## src/hdl/hsdo_pkg.sv

```systemverilog
package hsdo_pkg;
  // widths of the pattern path and the register port
  localparam int PAT_W = 12;
  localparam int LOW_W = 8;
  localparam int UP_W = 4;
  localparam int CNT_W = 16;
  localparam int ADDR_W = 8;
  localparam int DATA_W = 32;
  localparam int TAB_DEPTH = 16;
  localparam int TAB_IDX_W = 4;
  localparam int XFER_W = 8;

  // register byte offsets
  localparam logic [ADDR_W-1:0] OFS_CTRL = 8'h00;
  localparam logic [ADDR_W-1:0] OFS_COMPARE = 8'h04;
  localparam logic [ADDR_W-1:0] OFS_COUNTER = 8'h08;
  localparam logic [ADDR_W-1:0] OFS_EN_LOWER = 8'h0C;
  localparam logic [ADDR_W-1:0] OFS_EN_UPPER = 8'h10;
  localparam logic [ADDR_W-1:0] OFS_OUT_LOWER = 8'h14;
  localparam logic [ADDR_W-1:0] OFS_OUT_UPPER = 8'h18;
  localparam logic [ADDR_W-1:0] OFS_NEXT = 8'h1C;
  localparam logic [ADDR_W-1:0] OFS_DMA_SRC = 8'h20;
  localparam logic [ADDR_W-1:0] OFS_DMA_CNT = 8'h24;
  localparam logic [ADDR_W-1:0] OFS_STATUS = 8'h28;
  localparam logic [ADDR_W-1:0] OFS_TABLE = 8'h40;

  // control register fields
  localparam int CTRL_START_BIT = 0;
  localparam int CTRL_DMA_EN_BIT = 1;
  localparam int CTRL_TRIG_SEL_BIT = 2;
  // status register fields; done and match are write one to clear, next valid is read only
  localparam int STAT_DONE_BIT = 0;
  localparam int STAT_MATCH_BIT = 1;
  localparam int STAT_NEXT_VALID_BIT = 2;

  // reset values
  localparam logic [CNT_W-1:0] COMPARE_RST = 16'h0000;
  localparam logic [2:0] CTRL_RST = 3'h4;
  localparam logic [PAT_W-1:0] PAT_RST = 12'h000;
  localparam logic [DATA_W-1:0] UNMAPPED_RD = 32'h0000_0000;

  typedef struct packed {
    logic [ADDR_W-1:0] addr;
    logic [DATA_W-1:0] wdata;
    logic wr;
    logic rd;
  } hsdo_req_t;

  typedef enum logic [1:0] {
    FILL_EMPTY = 2'b00,
    FILL_ONE = 2'b01,
    FILL_FULL = 2'b10
  } hsdo_fill_t;
endpackage

```

## src/hdl/hsdo_top.sv

```systemverilog
`timescale 1ns/1ps
`default_nettype none
// Behaviour
// - the edge counter advances once per rising edge of the external count input, not per core clock.
// - the channel A compare value resets to zero so every counted edge gives a compare match.
// - the edge counter clears when it matches the compare value and restarts counting.
// - compare A works as an output compare only and the timer drives no compare pin.
// - the edge counter ignores external edges until the start control bit is set.
// - each compare match A activates both the DMA channel and the pattern generator.
// - each DMA activation moves one pattern table entry into the next pattern register.
// - the pattern generator trigger for all twelve bits is the timer compare match.
// - a new 12-bit value appears on the pattern pins at each compare match; with compare value zero that is every detected rising edge.
// - the upper output register drives pattern bits 11 to 8 and the lower drives bits 7 to 0.
// - the upper enable register gates bits 11 to 8 and the lower enable register gates bits 7 to 0.
// - the DMA moves words sequentially, incrementing the source index, activated by compare match A.
// - the DMA writes each 12-bit word into both next pattern registers, upper and lower, and a transfer count limits the transfers.
// - a control bit enables DMA transfer and its end interrupt, raised when the last transfer is done.
module hsdo_top (
  input wire logic core_clk,
  input wire logic arst_n,
  input wire logic ext_count_input,
  input wire hsdo_pkg::hsdo_req_t bus_req,
  output logic [hsdo_pkg::DATA_W-1:0] bus_rdata,
  output logic [hsdo_pkg::PAT_W-1:0] pattern_out,
  output logic [hsdo_pkg::PAT_W-1:0] pattern_out_en,
  output logic dma_done_irq
);
  import hsdo_pkg::*;

  logic ext_meta_r, ext_sync_r, ext_prev_r;
  logic [2:0] ctrl_r;
  logic [CNT_W-1:0] compare_a_value_r, edge_counter_r;
  logic [LOW_W-1:0] pattern_enable_lower_r, pattern_out_lower_r, next_pattern_lower_r;
  logic [UP_W-1:0] pattern_enable_upper_r, pattern_out_upper_r, next_pattern_upper_r;
  logic next_valid_r;
  logic [TAB_IDX_W-1:0] dma_source_addr_r;
  logic [XFER_W-1:0] dma_transfer_count_r;
  logic [1:0] dma_pend_r;
  logic done_r, match_flag_r;
  logic [PAT_W-1:0] table_r [TAB_DEPTH];
  logic [PAT_W-1:0] buf_r [2];
  logic buf_wp_r, buf_rp_r;
  hsdo_fill_t fill_r, fill_nxt;
  logic [DATA_W-1:0] rdata_nxt;

  logic ext_rise, count_edge, match_a, trig;
  logic wr_ctrl, wr_status, wr_next;
  logic fill_valid, fill_ready, fill_push;
  logic drain_valid, drain_ready, drain_pop;
  logic [PAT_W-1:0] drain_word, en_mask;

  // software port decode
  assign wr_ctrl = bus_req.wr && (bus_req.addr == OFS_CTRL);
  assign wr_status = bus_req.wr && (bus_req.addr == OFS_STATUS);
  assign wr_next = bus_req.wr && (bus_req.addr == OFS_NEXT);

  // the pin is asynchronous: two flops, then a third for the edge detect
  always_ff @(posedge core_clk or negedge arst_n) begin
    if (!arst_n) begin
      ext_meta_r <= 1'b0;
      ext_sync_r <= 1'b0;
      ext_prev_r <= 1'b0;
    end else begin
      ext_meta_r <= ext_count_input;
      ext_sync_r <= ext_meta_r;
      ext_prev_r <= ext_sync_r;
    end
  end

  assign ext_rise = ext_sync_r && !ext_prev_r;
  assign count_edge = ext_rise && ctrl_r[CTRL_START_BIT];
  assign match_a = count_edge && (edge_counter_r == compare_a_value_r);
  // match is internal only; no compare pin exists on this block
  assign trig = match_a && ctrl_r[CTRL_TRIG_SEL_BIT];

  // control and compare registers
  always_ff @(posedge core_clk or negedge arst_n) begin
    if (!arst_n) begin
      ctrl_r <= CTRL_RST;
      compare_a_value_r <= COMPARE_RST;
    end else if (bus_req.wr) begin
      if (wr_ctrl) begin
        ctrl_r <= bus_req.wdata[2:0];
      end else if (bus_req.addr == OFS_COMPARE) begin
        compare_a_value_r <= bus_req.wdata[CNT_W-1:0];
      end
    end
  end

  // edge counter: counts only counted edges, clears on match
  always_ff @(posedge core_clk or negedge arst_n) begin
    if (!arst_n) begin
      edge_counter_r <= '0;
    end else if (match_a) begin
      edge_counter_r <= '0;
    end else if (count_edge) begin
      edge_counter_r <= edge_counter_r + 16'h0001;
    end
  end

  // enables, one register per group
  always_ff @(posedge core_clk or negedge arst_n) begin
    if (!arst_n) begin
      pattern_enable_lower_r <= '0;
      pattern_enable_upper_r <= '0;
    end else if (bus_req.wr) begin
      if (bus_req.addr == OFS_EN_LOWER) begin
        pattern_enable_lower_r <= bus_req.wdata[LOW_W-1:0];
      end else if (bus_req.addr == OFS_EN_UPPER) begin
        pattern_enable_upper_r <= bus_req.wdata[UP_W-1:0];
      end
    end
  end

  assign en_mask = {pattern_enable_upper_r, pattern_enable_lower_r};

  // output registers: trigger copies only enabled bits; a write in the same cycle loses to the trigger
  always_ff @(posedge core_clk or negedge arst_n) begin
    if (!arst_n) begin
      pattern_out_lower_r <= '0;
      pattern_out_upper_r <= '0;
    end else if (trig) begin
      for (int i = 0; i < LOW_W; i++) begin
        if (pattern_enable_lower_r[i]) begin
          pattern_out_lower_r[i] <= next_pattern_lower_r[i];
        end
      end
      for (int j = 0; j < UP_W; j++) begin
        if (pattern_enable_upper_r[j]) begin
          pattern_out_upper_r[j] <= next_pattern_upper_r[j];
        end
      end
    end else if (bus_req.wr && bus_req.addr == OFS_OUT_LOWER) begin
      pattern_out_lower_r <= bus_req.wdata[LOW_W-1:0];
    end else if (bus_req.wr && bus_req.addr == OFS_OUT_UPPER) begin
      pattern_out_upper_r <= bus_req.wdata[UP_W-1:0];
    end
  end

  // pins mirror the registers one cycle later so they leave a flop
  always_ff @(posedge core_clk or negedge arst_n) begin
    if (!arst_n) begin
      pattern_out <= PAT_RST;
      pattern_out_en <= PAT_RST;
    end else begin
      pattern_out <= {pattern_out_upper_r, pattern_out_lower_r};
      pattern_out_en <= en_mask;
    end
  end

  // pattern table in flops, filled by software
  always_ff @(posedge core_clk or negedge arst_n) begin
    if (!arst_n) begin
      for (int k = 0; k < TAB_DEPTH; k++) begin
        table_r[k] <= PAT_RST;
      end
    end else if (bus_req.wr && bus_req.addr >= OFS_TABLE) begin
      table_r[bus_req.addr[TAB_IDX_W+1:2]] <= bus_req.wdata[PAT_W-1:0];
    end
  end

  // pending activations: a match and a fetch in one cycle cancel out
  always_ff @(posedge core_clk or negedge arst_n) begin
    if (!arst_n) begin
      dma_pend_r <= 2'h0;
    end else if (!ctrl_r[CTRL_DMA_EN_BIT]) begin
      dma_pend_r <= 2'h0;
    end else if (match_a && !fill_push && dma_pend_r != 2'h3) begin
      dma_pend_r <= dma_pend_r + 2'h1;
    end else if (fill_push && !match_a) begin
      dma_pend_r <= dma_pend_r - 2'h1;
    end
  end

  // the fetch stalls while the buffer is full, so no word is dropped
  assign fill_valid = ctrl_r[CTRL_DMA_EN_BIT] && (dma_pend_r != 2'h0) && (dma_transfer_count_r != '0);
  assign fill_ready = (fill_r != FILL_FULL);
  assign fill_push = fill_valid && fill_ready;

  // source index and transfer count
  always_ff @(posedge core_clk or negedge arst_n) begin
    if (!arst_n) begin
      dma_source_addr_r <= '0;
      dma_transfer_count_r <= '0;
    end else if (fill_push) begin
      dma_source_addr_r <= dma_source_addr_r + 4'h1;
      dma_transfer_count_r <= dma_transfer_count_r - 8'h01;
    end else if (bus_req.wr && bus_req.addr == OFS_DMA_SRC) begin
      dma_source_addr_r <= bus_req.wdata[TAB_IDX_W+1:2];
    end else if (bus_req.wr && bus_req.addr == OFS_DMA_CNT) begin
      dma_transfer_count_r <= bus_req.wdata[XFER_W-1:0];
    end
  end

  // two-entry buffer between table fetch and next pattern register
  always_comb begin
    fill_nxt = fill_r;
    if (fill_push && !drain_pop) begin
      fill_nxt = (fill_r == FILL_EMPTY) ? FILL_ONE : FILL_FULL;
    end else if (drain_pop && !fill_push) begin
      fill_nxt = (fill_r == FILL_FULL) ? FILL_ONE : FILL_EMPTY;
    end
  end

  always_ff @(posedge core_clk or negedge arst_n) begin
    if (!arst_n) begin
      fill_r <= FILL_EMPTY;
      buf_wp_r <= 1'b0;
      buf_rp_r <= 1'b0;
      buf_r[0] <= PAT_RST;
      buf_r[1] <= PAT_RST;
    end else begin
      fill_r <= fill_nxt;
      if (fill_push) begin
        buf_r[buf_wp_r] <= table_r[dma_source_addr_r];
        buf_wp_r <= !buf_wp_r;
      end
      if (drain_pop) begin
        buf_rp_r <= !buf_rp_r;
      end
    end
  end

  assign drain_valid = (fill_r != FILL_EMPTY);
  assign drain_word = buf_r[buf_rp_r];
  // the slot frees on the trigger itself, so a refill may land in the same cycle
  assign drain_ready = !next_valid_r || trig;
  assign drain_pop = drain_valid && drain_ready;

  // next pattern register: the word loads upper nibble and lower byte in the same cycle
  always_ff @(posedge core_clk or negedge arst_n) begin
    if (!arst_n) begin
      next_pattern_upper_r <= '0;
      next_pattern_lower_r <= '0;
      next_valid_r <= 1'b0;
    end else if (drain_pop) begin
      {next_pattern_upper_r, next_pattern_lower_r} <= drain_word;
      next_valid_r <= 1'b1;
    end else if (wr_next) begin
      {next_pattern_upper_r, next_pattern_lower_r} <= bus_req.wdata[PAT_W-1:0];
      next_valid_r <= 1'b1;
    end else if (trig) begin
      next_valid_r <= 1'b0; // a late refill (fast strobe source) repeats old data
    end
  end

  // sticky flags; hardware set wins over a software clear
  always_ff @(posedge core_clk or negedge arst_n) begin
    if (!arst_n) begin
      done_r <= 1'b0;
      match_flag_r <= 1'b0;
    end else begin
      if (fill_push && dma_transfer_count_r == 8'h01) begin
        done_r <= 1'b1;
      end else if (wr_status && bus_req.wdata[STAT_DONE_BIT]) begin
        done_r <= 1'b0;
      end
      if (match_a) begin
        match_flag_r <= 1'b1;
      end else if (wr_status && bus_req.wdata[STAT_MATCH_BIT]) begin
        match_flag_r <= 1'b0;
      end
    end
  end

  // end-of-transfer line is gated by the DMA enable bit
  always_ff @(posedge core_clk or negedge arst_n) begin
    if (!arst_n) begin
      dma_done_irq <= 1'b0;
    end else begin
      dma_done_irq <= done_r && ctrl_r[CTRL_DMA_EN_BIT];
    end
  end

  // read mux; unmapped addresses read zero
  always_comb begin
    rdata_nxt = UNMAPPED_RD;
    if (bus_req.addr == OFS_CTRL) begin
      rdata_nxt[2:0] = ctrl_r;
    end else if (bus_req.addr == OFS_COMPARE) begin
      rdata_nxt[CNT_W-1:0] = compare_a_value_r;
    end else if (bus_req.addr == OFS_COUNTER) begin
      rdata_nxt[CNT_W-1:0] = edge_counter_r;
    end else if (bus_req.addr == OFS_EN_LOWER) begin
      rdata_nxt[LOW_W-1:0] = pattern_enable_lower_r;
    end else if (bus_req.addr == OFS_EN_UPPER) begin
      rdata_nxt[UP_W-1:0] = pattern_enable_upper_r;
    end else if (bus_req.addr == OFS_OUT_LOWER) begin
      rdata_nxt[LOW_W-1:0] = pattern_out_lower_r;
    end else if (bus_req.addr == OFS_OUT_UPPER) begin
      rdata_nxt[UP_W-1:0] = pattern_out_upper_r;
    end else if (bus_req.addr == OFS_NEXT) begin
      rdata_nxt[PAT_W-1:0] = {next_pattern_upper_r, next_pattern_lower_r};
    end else if (bus_req.addr == OFS_DMA_SRC) begin
      rdata_nxt[TAB_IDX_W+1:2] = dma_source_addr_r;
    end else if (bus_req.addr == OFS_DMA_CNT) begin
      rdata_nxt[XFER_W-1:0] = dma_transfer_count_r;
    end else if (bus_req.addr == OFS_STATUS) begin
      rdata_nxt[STAT_DONE_BIT] = done_r;
      rdata_nxt[STAT_MATCH_BIT] = match_flag_r;
      rdata_nxt[STAT_NEXT_VALID_BIT] = next_valid_r;
    end else if (bus_req.addr >= OFS_TABLE) begin
      rdata_nxt[PAT_W-1:0] = table_r[bus_req.addr[TAB_IDX_W+1:2]];
    end
  end

  // read data stand only in the cycle after the strobe
  always_ff @(posedge core_clk or negedge arst_n) begin
    if (!arst_n) begin
      bus_rdata <= '0;
    end else if (bus_req.rd) begin
      bus_rdata <= rdata_nxt;
    end else begin
      bus_rdata <= '0;
    end
  end
endmodule
`default_nettype wire

```

## config.mk

```make
export PLATFORM = sky130hd
export DESIGN_NAME = hsdo_top
export DESIGN_NICKNAME = d
export VERILOG_FILES = /design/src/hdl/hsdo_pkg.sv /design/src/hdl/hsdo_top.sv
export SDC_FILE = /design/constraint.sdc
export NUM_CORES = 1
export LEC_CHECK = 0
export BUFFER_PORTS_ARGS = -buffer_cell sky130_fd_sc_hd__buf_2
export CORE_ASPECT_RATIO = 1.1
export CORE_UTILIZATION = 35
export DETAILED_ROUTE_END_ITERATION = 10
export GPL_TIMING_DRIVEN = 0
export PLACE_DENSITY_LB_ADDON = 0.08
export SKIP_LAST_GASP = 1
export SLEW_MARGIN = 0
export SYNTH_ARGS = -nofsm -noshare
export SYNTH_HDL_FRONTEND = slang
export SYNTH_SLANG_ARGS = --single-unit
```

## constraint.sdc

```tcl
create_clock -name core_clk -period 7.6 [get_ports core_clk]
set_input_delay 1.52 -clock core_clk [delete_from_list [all_inputs] [get_ports core_clk]]
set_output_delay 1.52 -clock core_clk [all_outputs]
set_load 0.005 [all_outputs]
```

==> flow_summary.ini <==
[worst_setup_path]
critPathMaxStageDelay_ns = 0.76
worst_ep_required_time_ns = 7.99
worstSetupStartpoint = bus_req[39]
worst_ep_arrival_time_ns = 4.18
critPathBufInv = 3
cp-end-kind = flip-flop
critPathSlowestCell = buf_1
cpMostUsedCell = nor4_1
crit_type = primary input to flip-flop
path_cells = clkbuf_1 -> buf_2 -> buf_1 -> nor3_1 -> nor4_1 -> nor4_1
cp_top_family = buffers and inverters
cp-start-kind = primary input
crit_path_max_fanout = 10
r2r_start = edge_counter_r[11]

[global_route]
grt_pass1_wl_um = 89750
antenna_found_initial = 0
grt_max_degree = 101
grt_pass1_vias = 12720
overflow = 0
track_usage = 0.2388

[sta]
min_period_over_period = 0.4994
fmax_mhz = 263.5
hold_viol_final = 0
worstMarginPinSlew_ns = 1.238
slew_headroom = 0.1671
fin_worst_skew_ns = 0.02629
rsz0062_at_grt = false
final.setup.worst_slack_ns = 3.805
finalSetupViolCount = 0
fin_crit_ns = 3.795
drv_slew = 0

[synth]
synth.top_cell.area_share = 0.4844
seq_area_frac_synth = 0.4859
syn_inst = 1372
synth_area_per_cell_um2 = 13.22
ys_top_cells_by_count = 351 x dfrtp_1, 248 x mux2_2, 115 x mux4_2
yosys_register_bits = 352
synth_edf_count = 0
synth_cell_types = 64
yosysTopAreaCell = dfrtp_1
yosysMostFrequentCell = dfrtp_1
synth-async-reset-ratio = 1.000
yosys_warnings = 0
synthTopCellsByArea = dfrtp_1 48%, mux2_2 15%, mux4_2 14%, mux2i_1 2.5%, nand3_1 1.5%
synthesis.area_mm2 = 0.01813
synth_flop_cell = dfrtp_1

[layout]
area_growth_pct = 14.66
nets = 1550
fillers = 4909
diodes = 0
final_util = 0.4064
drive_gt1_frac = 0.3833

[pwr]
ir_worst_vdd_v = 0.0001512
leakage_uw = 0.009158
p_per_area_mw_per_mm2 = 256.4
power_uw = 5330

[clock_tree]
clockRootBuffer = clkbuf_16
clock-sinks = 352
cts_buffer_depth = 3
cts_max_level = 2
cts_setup_buffers = 0
cts_resized = 0
hold_buffers = 0
clk_pin_slew_ns = 0.06
cts_tree = built
cts_buffers = 41
clk_latency_ns = 0.57

[drt]
drt-initial-drc-count = 1043
drc = 2
via_per_inst = 5.620
drt-total-wl_um = 61250
postRouteAntennaNets = 0
detail_route.wl_per_cell_um = 27.89
dr.pass1.iters = 8
vias = 12340

[die]
fp.coreArea_mm2 = 0.05116
dieArea_mm2 = 0.05272
die_y_um = 240.7
pin_count = 102
rows = 87
initial_utilization = 0.3544
die_w_um = 219.0

[place]
place_ws_ns = 3.315
dp_hpwl_um = 44300
place.gp.congestion = 0.9145
io_buffers = 66

[outcome]
status = complete, but fails checks
violations = design-rule violations

[worst_hold_path]
hold_start = ext_meta_r
hp-class = flip-flop to flip-flop

[run]
cap_violations = 0
==> layer usage <==
| layer | GRT usage | vias to the layer above | routed length (um) |
|---|---|---|---|
| li1 | - | 5354 | - |
| met1 | 0.3138 | 6517 | 26400 |
| met2 | 0.3960 | 370 | 29820 |
| met3 | 0.03957 | 100 | 2763 |
| met4 | 0.08838 | 0 | 2265 |
| met5 | 0 | - | 0 |
==> registers in the layout, indices dropped and copies added (netlist names), 8 cells and up <==
register	flops
buf_r	24
bus_rdata	16
pattern_enable_lower_r	8
edge_counter_r	16
table_r	192
pattern_out_en	12
compare_a_value_r	16
next_pattern_lower_r	8
dma_transfer_count_r	8
pattern_out_lower_r	8
pattern_out	12
==> layout by cell type, fill, tap and decap left out, types with 6 or more instances in the layout <==
cell,instances
clkbuf_8,9
dfrtp_1,351
nand2_1,66
nor2_1,67
nand3_1,53
mux4_2,115
conb_1,16
nor2b_1,6
o21ai_0,42
buf_2,101
inv_1,14
a21oi_1,35
buf_1,9
o22ai_1,10
buf_4,32
xor2_1,26
nor4_1,10
clkinv_2,6
ha_1,6
mux2i_1,45
nor3_1,17
clkbuf_1,49
clkbuf_16,42
mux2_2,248
a22oi_1,8
nand2b_1,6
a21o_1,18
xnor2_1,7
nand3b_1,16
nand4_1,8
buf_6,6
a31oi_1,8
and3_1,7
==> power by group <==
group	internal (uW)	total, uW	switching (uW)
combinational	549	970	421
sequential	2160	2370	212
clock	1170	1990	815
==> through the flow <==
step	TNS [ns]	instances	hold slack, ns	cell area (um^2)
final	0	2196	0.3708	20790
after global routing	0	2196	0.3716	20790
after CTS	0	2196	0.3723	20790
after detailed placement	0	2123	0.3503	19440
after global placement	-768.45	2120	0.3579	19350
after floorplan	0	1387	0.3312	18190
==> path summary, 6_finish.rpt <==
kind / to / slack, ns / depth (start not counted)
setup / recovery: bus_rdata[3] / 3.80 / 6
setup reg to reg: fill_r[1] / 4.55 / 9
max in group asynchronous: table_r[105] / 5.28 / 3
min in group asynchronous: pattern_out_en[1] / 0.94 / 1
hold reg to reg: ext_sync_r / 0.37 / 0
hold / removal: ext_sync_r / 0.37 / 0
==> cells by family after synthesis <==
kind of cell,count (synthesis),synth area share
xor+xnor,33,0.01594
flops,352,0.4859
fa+ha+maj,6,0.004140
buf+inv,139,0.04037
mux,408,0.3217
simple gates,277,0.07543
compound gates,156,0.05631
other cells,1,0.0002068
==> cell type report <==
class                           count  area (um^2)  area share
Sequential cell                   352         8810      0.4237
Multi-Input combinational cell    896         8646      0.4159
Clock buffer                       60         1209     0.05814
Tap cell                          667        834.6     0.04014
Buffer                            123        671.9     0.03232
Timing Repair Buffer               69        422.9     0.02034
Clock inverter                     13        136.4    0.006560
Inverter                           16        60.06    0.002889
(Power assumes the default switching activity.)
